**config.mk**
```make
export PLATFORM = sky130hd
export DESIGN_NAME = memory_map_decoder
export DESIGN_NICKNAME = d
export VERILOG_FILES = /design/src/hdl/memory_map_decoder.v
export VERILOG_INCLUDE_DIRS = /design/src /design/src/hdl
export SDC_FILE = /design/constraint.sdc
export NUM_CORES = 1
export LEC_CHECK = 0
export BUFFER_PORTS_ARGS = -buffer_cell sky130_fd_sc_hd__buf_2
export CORE_AREA = 8 8 215 217
export DETAILED_ROUTE_END_ITERATION = 10
export DIE_AREA = 0 0 223 225
export PLACE_DENSITY = 0.65
export SLEW_MARGIN = 20
export SYNTH_ARGS = -nofsm -noshare
export SYNTH_HDL_FRONTEND = slang
export SYNTH_SLANG_ARGS = --single-unit
```
**constraint.sdc**
```tcl
create_clock -name mclk -period 14.8 [get_ports mclk]
set_input_delay 1.48 -clock mclk [delete_from_list [all_inputs] [get_ports mclk]]
set_output_delay 1.48 -clock mclk [all_outputs]
set_load 0.01 [all_outputs]
```
**src/hdl/memory_map_decoder_map.vh**
```
// constants for the per-master address decoder and internal memory map
// assumes inclusion by hdl/memory_map_decoder.v only
`ifndef MEMORY_MAP_DECODER_MAP_VH
`define MEMORY_MAP_DECODER_MAP_VH

// slave target codes
`define TGT_NONE       3'h0
`define TGT_SRAM       3'h1
`define TGT_ROM        3'h2
`define TGT_HOSTPORT   3'h3
`define TGT_EXTBUS     3'h4
`define TGT_PERIPH     3'h5
// sram sub-region codes
`define SUB_A          2'h0
`define SUB_B          2'h1
`define SUB_C          2'h2
// area numbers (top four address bits)
`define AREA_INTERNAL  4'h0
`define AREA_EXT_FIRST 4'h1
`define AREA_EXT_LAST  4'h8
`define AREA_PERIPH    4'hF
// internal 1 MB regions (address bits 27:20)
`define REG_BOOT       8'h00
`define REG_SRAM_A     8'h01
`define REG_SRAM_B     8'h02
`define REG_SRAM_C     8'h03
`define REG_ROM        8'h04
`define REG_USBH       8'h05
`define REG_DISP       8'h06
// rom size: 32 KB, offset width 15
`define ROM_OFS_BITS   15
// sram block: 16 KB, offset width 14
`define BLK_OFS_BITS   14
`define BLK_COUNT      4'hA
// tcm size codes: 0=0 KB,1=16 KB,2=32 KB,3=64 KB
`define TCM_SIZE_RESET 2'h0
// master numbers
`define M_INSTR        3'h0
`define M_DATA         3'h1
`define M_PDMA         3'h2
`define M_DISP         3'h3
`define M_USBH         3'h4
`define NUM_MASTERS    5

`endif

```
**src/hdl/memory_map_decoder.v**
```verilog
// per-master address decoder, boot/remap selection and internal sram block partition
// assumes addresses from five masters are synchronous to mclk and that the
// round-robin choice between masters is made by the arbiter beside each slave
`timescale 1ns/1ps
`include "memory_map_decoder_map.vh"

module memory_map_decoder #(
    parameter NM = `NUM_MASTERS                    // number of masters
) (
    input  wire               mclk,                // bus clock
    input  wire               nrst,                // system reset, active low
    input  wire               boot_select_pin,     // boot strap, high selects internal rom
    input  wire               zero_map_bit_instr_master, // remap for instruction master
    input  wire               zero_map_bit_data_master,  // remap for data master
    input  wire [1:0]         sram_a_size,         // instr_tight_ram size code
    input  wire [1:0]         sram_b_size,         // data_tight_ram size code
    input  wire [NM*32-1:0]   addr,                // request address per master
    input  wire [NM-1:0]      req,                 // request valid per master
    input  wire [NM-1:0]      grant_sram,          // sram arbiter grant per master
    input  wire [NM-1:0]      grant_rom,           // rom arbiter grant per master
    input  wire [NM-1:0]      grant_hostport,      // display/usb port arbiter grant
    input  wire [NM-1:0]      grant_extbus,        // external_bus_port arbiter grant
    input  wire [NM-1:0]      grant_periph,        // peripheral bridge arbiter grant
    output reg  [NM*3-1:0]    target,              // decoded slave per master
    output reg  [NM-1:0]      err_resp,            // error response per master
    output reg  [NM*8-1:0]    ext_select_n,        // external selects zero..seven, active low
    output reg  [NM*18-1:0]   sram_phys,           // physical sram address per master
    output reg  [NM*15-1:0]   rom_ofs,             // rom offset per master
    output reg  [NM*28-1:0]   local_addr,          // address within slave per master
    output reg                boot_internal,       // latched boot choice
    output reg                remap_instr,         // instruction master remap state
    output reg                remap_data           // data master remap state
);

    // reset release through two flops
    reg rst_s1;
    reg rst_n;
    always @(posedge mclk or negedge nrst) begin
        if (!nrst) begin
            rst_s1 <= 1'b0;
            rst_n  <= 1'b0;
        end else begin
            rst_s1 <= 1'b1;
            rst_n  <= rst_s1;
        end
    end

    // tcm size in blocks from size code
    function [3:0] blocks_of;
        input [1:0] code;
        begin
            case (code)
                2'h0:    blocks_of = 4'h0;
                2'h1:    blocks_of = 4'h1;
                2'h2:    blocks_of = 4'h2;
                default: blocks_of = 4'h4;
            endcase
        end
    endfunction

    // physical block for a given sram sub-region and block index
    function [4:0] phys_block; // bit4 set means beyond region (unmapped)
        input [1:0] sub;
        input [4:0] idx;
        input [3:0] na;
        input [3:0] nb;
        reg   [3:0] k;
        reg   [3:0] j;
        reg   [3:0] cnt;
        reg   [4:0] res;
        begin
            res = 5'h10;
            cnt = 4'h0;
            k   = 4'h0;
            j   = 4'h0;
            case (sub)
                `SUB_A: if (idx < {1'b0, na}) res = 5'h03 - idx;
                `SUB_B: if (idx < {1'b0, nb}) res = 5'h07 - idx;
                `SUB_C: begin
                    if (idx == 5'h00) res = 5'h09;
                    else if (idx == 5'h01) res = 5'h08;
                    else begin
                        // free blocks 7..0 descending, skipping tcm-owned ones
                        for (k = 4'h0; k < 4'h8; k = k + 4'h1) begin
                            j = 4'h7 - k;
                            if (!((j <= 4'h3 && (4'h3 - j) < na) ||
                                  (j >= 4'h4 && (4'h7 - j) < nb))) begin
                                if ({1'b0, cnt} == idx - 5'h02) res = {1'b0, j};
                                cnt = cnt + 4'h1;
                            end
                        end
                    end
                end
                default: res = 5'h10;
            endcase
            phys_block = res;
        end
    endfunction

    // boot pin caught at reset release, remap bits cleared by reset
    reg        in_reset;
    reg  [1:0] sz_a;
    reg  [1:0] sz_b;
    always @(posedge mclk or negedge rst_n) begin
        if (!rst_n) begin
            in_reset      <= 1'b1;
            boot_internal <= 1'b0;
            remap_instr   <= 1'b0;
            remap_data    <= 1'b0;
            sz_a          <= `TCM_SIZE_RESET;
            sz_b          <= `TCM_SIZE_RESET;
        end else begin
            in_reset <= 1'b0;
            if (in_reset) boot_internal <= boot_select_pin;
            remap_instr <= zero_map_bit_instr_master;
            remap_data  <= zero_map_bit_data_master;
            sz_a        <= sram_a_size;
            sz_b        <= sram_b_size;
        end
    end

    wire [3:0] na = blocks_of(sz_a);
    wire [3:0] nb = blocks_of(sz_b);

    // independent decoder per master, one pass of the loop per master
    reg  [NM*3-1:0]  next_target;
    reg  [NM-1:0]    next_err;
    reg  [NM*8-1:0]  next_sel_n;
    reg  [NM*18-1:0] next_phys;
    reg  [NM*15-1:0] next_rom;
    reg  [NM*28-1:0] next_local;
    integer m;
    reg  [31:0] a;
    reg  [2:0]  t;
    reg  [1:0]  sub;
    reg  [4:0]  pb;
    reg         remap_m;
    reg  [4:0]  grants;
    always @* begin
        // defaults: nothing decoded, every external select released
        next_target = {NM*3{1'b0}};
        next_err    = {NM{1'b0}};
        next_sel_n  = {NM*8{1'b1}};
        next_phys   = {NM*18{1'b0}};
        next_rom    = {NM*15{1'b0}};
        next_local  = {NM*28{1'b0}};
        a       = 32'h0;
        t       = `TGT_NONE;
        sub     = `SUB_C;
        pb      = 5'h10;
        remap_m = 1'b0;
        grants  = 5'h0;
        for (m = 0; m < NM; m = m + 1) begin
            // working copies, nothing carried from one master to the next
            a       = addr[m*32 +: 32];
            t       = `TGT_NONE;
            sub     = `SUB_C;
            pb      = 5'h10;
            // only the two processor masters own a remap bit
            remap_m = (m == 0) ? remap_instr : ((m == 1) ? remap_data : 1'b0);
            // area zero: second level decode in 1 MB regions
            if (a[31:28] == `AREA_INTERNAL) begin
                case (a[27:20])
                    `REG_BOOT: begin
                        // the other masters see a hole at zero
                        if (m <= 1) begin
                            if (remap_m) begin
                                t   = `TGT_SRAM;
                                sub = `SUB_C;
                            end else if (boot_internal) begin
                                t = `TGT_ROM;
                            end else begin
                                t = `TGT_EXTBUS;
                            end
                        end
                    end
                    `REG_SRAM_A: begin
                        t   = `TGT_SRAM;
                        sub = `SUB_A;
                    end
                    `REG_SRAM_B: begin
                        t   = `TGT_SRAM;
                        sub = `SUB_B;
                    end
                    `REG_SRAM_C: begin
                        t   = `TGT_SRAM;
                        sub = `SUB_C;
                    end
                    `REG_ROM: begin
                        t = `TGT_ROM;
                    end
                    `REG_USBH, `REG_DISP: begin
                        t = `TGT_HOSTPORT;
                    end
                    default: begin
                        t = `TGT_NONE;
                    end
                endcase
                // sram offset must fall inside the current partition
                if (t == `TGT_SRAM) begin
                    pb = phys_block(sub, {1'b0, a[17:14]}, na, nb);
                    if (a[19:18] != 2'h0 || pb[4]) begin
                        t = `TGT_NONE;
                    end else begin
                        next_phys[m*18 +: 18] = {pb[3:0], a[13:0]};
                    end
                end
                // rom image is 32 KB, the rest of its region is a hole
                if (t == `TGT_ROM) begin
                    if (a[19:15] != 5'h00) begin
                        t = `TGT_NONE;
                    end else begin
                        next_rom[m*15 +: 15] = a[14:0];
                    end
                end
                // external boot goes through select zero
                if (t == `TGT_EXTBUS) begin
                    next_sel_n[m*8] = 1'b0;
                end
            end else if (a[31:28] >= `AREA_EXT_FIRST && a[31:28] <= `AREA_EXT_LAST) begin
                // area n drives select n-1
                t = `TGT_EXTBUS;
                next_sel_n[m*8 + a[31:28] - 1] = 1'b0;
            end else if (a[31:28] == `AREA_PERIPH) begin
                t = `TGT_PERIPH;
            end
            // each slave's arbiter gates its own master independently
            grants = {grant_periph[m], grant_extbus[m], grant_hostport[m], grant_rom[m], grant_sram[m]};
            if (t != `TGT_NONE && !grants[t - 3'h1]) begin
                next_sel_n[m*8 +: 8] = 8'hFF;
            end
            // an idle master drives no select
            if (!req[m]) begin
                next_sel_n[m*8 +: 8] = 8'hFF;
            end
            // unmapped access answers with an error so the master aborts
            next_err[m]            = req[m] && (t == `TGT_NONE);
            next_target[m*3 +: 3]  = t;
            next_local[m*28 +: 28] = a[27:0];
        end
    end

    // decoded slave per master
    always @(posedge mclk or negedge rst_n) begin
        if (!rst_n) begin
            target <= {NM*3{1'b0}};
        end else begin
            target <= next_target;
        end
    end

    // error response per master
    always @(posedge mclk or negedge rst_n) begin
        if (!rst_n) begin
            err_resp <= {NM{1'b0}};
        end else begin
            err_resp <= next_err;
        end
    end

    // external selects, released during reset
    always @(posedge mclk or negedge rst_n) begin
        if (!rst_n) begin
            ext_select_n <= {NM*8{1'b1}};
        end else begin
            ext_select_n <= next_sel_n;
        end
    end

    // physical sram block and offset
    always @(posedge mclk or negedge rst_n) begin
        if (!rst_n) begin
            sram_phys <= {NM*18{1'b0}};
        end else begin
            sram_phys <= next_phys;
        end
    end

    // rom byte offset
    always @(posedge mclk or negedge rst_n) begin
        if (!rst_n) begin
            rom_ofs <= {NM*15{1'b0}};
        end else begin
            rom_ofs <= next_rom;
        end
    end

    // address within the selected slave
    always @(posedge mclk or negedge rst_n) begin
        if (!rst_n) begin
            local_addr <= {NM*28{1'b0}};
        end else begin
            local_addr <= next_local;
        end
    end

endmodule // memory_map_decoder

```
==> results_dict.tcl <==
set metrics [dict create \
    synthesis.nets 1787 \
    groute.usage.overall_pct 20.4 \
    layout_common_cells "560 x buf_2, 333 x dfrtp_1, 153 x and2_1" \
    grt_antenna_before_repair 10 \
    crit_required_ps 15260 \
    detailroute.wirelength.met2_mm 26.6 \
    synth-seq-cells 375 \
    power_frac_clock_pct 41.8 \
    post-dp-hpwl_mm 41.5 \
    rr_worst_depth 20 \
    setup.worst_path.start_class "flop" \
    fin_setup_tns_ps 0 \
    floorplan.core_area_sq_mm 0.0427 \
    ant_nets 0 \
    netSwitchingPower_uw 625 \
    p_int_uw 1740 \
    power.switching_fraction_pct 26.4 \
    drt-total-wl_mm 53.6 \
    multi_input_area_sq_mm 0.00698 \
    clkTransAtPathRegs_ps 60 \
    clk_root_buffer_cell "clkbuf_16" \
    clk_sinks 375 \
    cts-buffers-inserted 41 \
    synth.area.top_cells "dfrtp_1 49%, dfstp_2 6.4%, and2_1 5.7%" \
    detail_route.vias_per_cell 5.16 \
    die-height_um 225 \
    layout_overhead_on_the_synthesized_area_pct 27.6 \
    yosysWarnings 0 \
    arrival_time_reported_for_the_critical_path_endpoint_ps 7520 \
    grt_setup_unrepaired "false" \
    length_of_the_first_detailed_routing_pass_in_iterations 7 \
    finalMaxSlewViolations 0 \
    tritoncts "built" \
    hold_buffers 0 \
    die_area_sq_mm 0.0502 \
    final_common_cell "buf_2" \
    detail_route.wirelength.met1_mm 21.6 \
    run_status "finished, final reports clean" \
    area.sequential_sq_mm 0.00944 \
    cts_htree_levels 2 \
    worst_r2r_start "sz_a[0]$_DFF_PN0_" \
    hold_path_origin "rst_s1$_DFF_PN0_" \
    clock.fmax_ghz 0.142 \
    reg_to_reg_slack_setup_ps 7750 \
    synth.cell_area_sq_mm 0.0169 \
    hold-path-cell-count 0 \
    fin_crit_sh_pct 47.7 \
    drc 0 \
    maxSlewHeadroom_pct 25.7 \
    setup-violations-final 0 \
    finalWeightedCongestion 0.895 \
    worst_pin_slew_ps 1110 \
    grt_start_max_net_pins 179 \
    detailed_place.area_sq_mm 0.0202 \
    yosysTopAreaCell "dfrtp_1" \
    max-cap-violations 0 \
    final_layout_size_suffix_gt1_share_pct 34.1 \
    dpl_worst_slack_ps 7780 \
    synth_enable_flop_cells 0 \
    postLayoutCellArea_sq_mm 0.0216 \
    initial_utilization_pct 39.6 \
    p_per_area_mw_per_mm2 110 \
    syn_inst 1522 \
    nets 2332 \
    final_hold_viol_count 0 \
    post_synth_top_area_share_pct 49.4 \
    count_of_different_cell_masters_after_synthesis 86 \
    die_span_in_x_um 223 \
    detail_route.iter0.violations 830 \
    num_rows 76 \
    setup_ws_ps 7750 \
    post_cts.repair.setup_buffers 0 \
    grt_overflow 0 \
    maximum_vdd_ir_drop_uv 98.7 \
    wl_met3_mm 3.88 \
    timing.critical_path.fanout_max 23 \
    wl_per_cell_um 20.2 \
    comb_power_share_pct 13.3 \
    first_global_vias 14100 \
    asyncSetResetFlopFracSynth_pct 100 \
    critical_path.reg2reg.endpoint "ext_select_n[37]$_DFF_PN1_" \
    p_leak_uw 0.0109 \
    pin_count 567 \
    ys_seq_area_share_pct 55.8 \
    hold-path-endpoint "rst_n$_DFF_PN0_" \
    final.min_clock_period_ps 7050 \
    wire_length_of_the_first_global_routing_pass_mm 80.9 \
    postSynthAreaPerCell_sq_um 11.1 \
    worstHoldPathType "flop to flop" \
    setup.worst_path.class "flop to flop" \
    clock_tree_buffer_depth 3 \
    worstSkewPairLatency_ps 570 \
    total_of_fill_cells_in_the_finished_design 3830 \
    num_vias 13700 \
    io_buffer_count 560 \
    power_frac_seq_pct 44.9 \
    post_cts_resized 0 \
    worst_skew_ps 16.7 \
    cp-end-kind "flop" \
    dr.max_layer_used "met5" \
    ys.flop_type "dfrtp_1" \
]
==> synth_stat cells, types with 7 or more instances <==
master and n:
dfrtp_1 334, and2_1 153, nand2_1 89, nor2_1 89, ha_1 66, inv_1 64, xnor2_1 55, a21oi_1 50
clkbuf_1 50, dfstp_2 41, o21ai_0 36, nor3_1 34, nand3_1 33, and3_1 30, nor2b_1 26, nand4_1 24
nor4_1 22, xor2_1 22, nand2b_1 18, a21boi_0 17, mux2i_1 16, a31oi_1 13, o22ai_1 13, a21o_1 11
a211oi_1 10, mux2_2 9, nor4b_1 9, o31ai_1 9, or3_1 9, a22oi_1 8, buf_2 8, nor3b_1 8
o211ai_1 8, o21a_1 8, or4_1 8, xnor3_1 8, a311oi_1 7
==> through the flow <==
step | total power, uW | std cells | hold WS (ps) | utilization [%]
floorplan | 1280 | 1522 | 331 | -
detailed placement | 1400 | 2570 | 336 | 47.4
CTS | 2400 | 2646 | 348 | 50.5
global placement | 1390 | 2570 | 338 | 47.4
finish | 2370 | 2652 | 348 | 50.6
global route | 2470 | 2649 | 354 | 50.5
==> registers in the layout, indices dropped and copies added (netlist names), 2 cells and up <==
register	cells
local_addr	140
target	15
err_resp	5
sram_phys	90
ext_select_n	40
sz_b	2
rom_ofs	75
sz_a	2
==> power by group through the flow <==
stage	Combinational, uW	Sequential (uW)	Clock, uW
finish	315	1060	990
global route	347	1070	1060
CTS	316	1060	1020
detailed placement	315	1080	0
global placement	308	1080	0
floorplan	171	1110	0
==> metal layers <==
layer / GRT usage (%) / vias up
met5: 0 / -
met4: 6.90 / 8
met3: 5.56 / 96
met2: 35.3 / 483
met1: 24.3 / 6710
li1: - / 6388
==> logic make-up after synthesis <==
kind of cell    Yosys count  synth area share (%)
simple gates            581                  19.1
xor+xnor                 85                  5.05
buf+inv                 134                  3.11
flops                   375                  55.8
fa+ha+maj                70                  5.12
compound gates          248                  10.1
other cells               2                0.0444
mux                      27                  1.71
==> area by class of cell <==
class | instances | area share [%]
sequential | 375 | 43.7
multi-input combinational | 1013 | 32.3
timing repair buffer | 570 | 13.4
clock buffer | 57 | 5.36
tap | 546 | 3.16
inverter | 66 | 1.15
clock inverter | 19 | 0.777
antenna | 6 | 0.0696
==> worst max-delay path, cell delays in order, from the launching register on <==
cell and delay [ps]:
dfrtp_1 920, or2_2 400, mux2_2 480, ha_1 320
mux2i_1 600, inv_1 190, ha_1 410, mux2i_1 490
xnor2_1 190, nand2_1 110, o311ai_1 270, a31oi_1 190
nor3_2 760, nor2b_1 200, ha_1 270, xor2_1 280
mux2i_1 120, a21oi_1 170, nor2_1 80, mux2i_2 350
nand4_1 160
==> worst max-delay path by stage <==
stage | cells after the start | to | slack [ps] | from
after floorplan | 0 | boot_internal$_DFFE_PN0P_ | 3650 | rst_n$_DFF_PN0_
after global placement | 20 | ext_select_n[35]$_DFF_PN1_ | 7870 | sz_a[0]$_DFF_PN0_
after detailed placement | 20 | ext_select_n[38]$_DFF_PN1_ | 7780 | sz_a[0]$_DFF_PN0_
after CTS | 20 | ext_select_n[38]$_DFF_PN1_ | 7760 | sz_a[0]$_DFF_PN0_
after global routing | 20 | ext_select_n[35]$_DFF_PN1_ | 7190 | sz_a[0]$_DFF_PN0_
final | 20 | ext_select_n[37]$_DFF_PN1_ | 7750 | sz_a[0]$_DFF_PN0_
(Power assumes the default switching activity.)
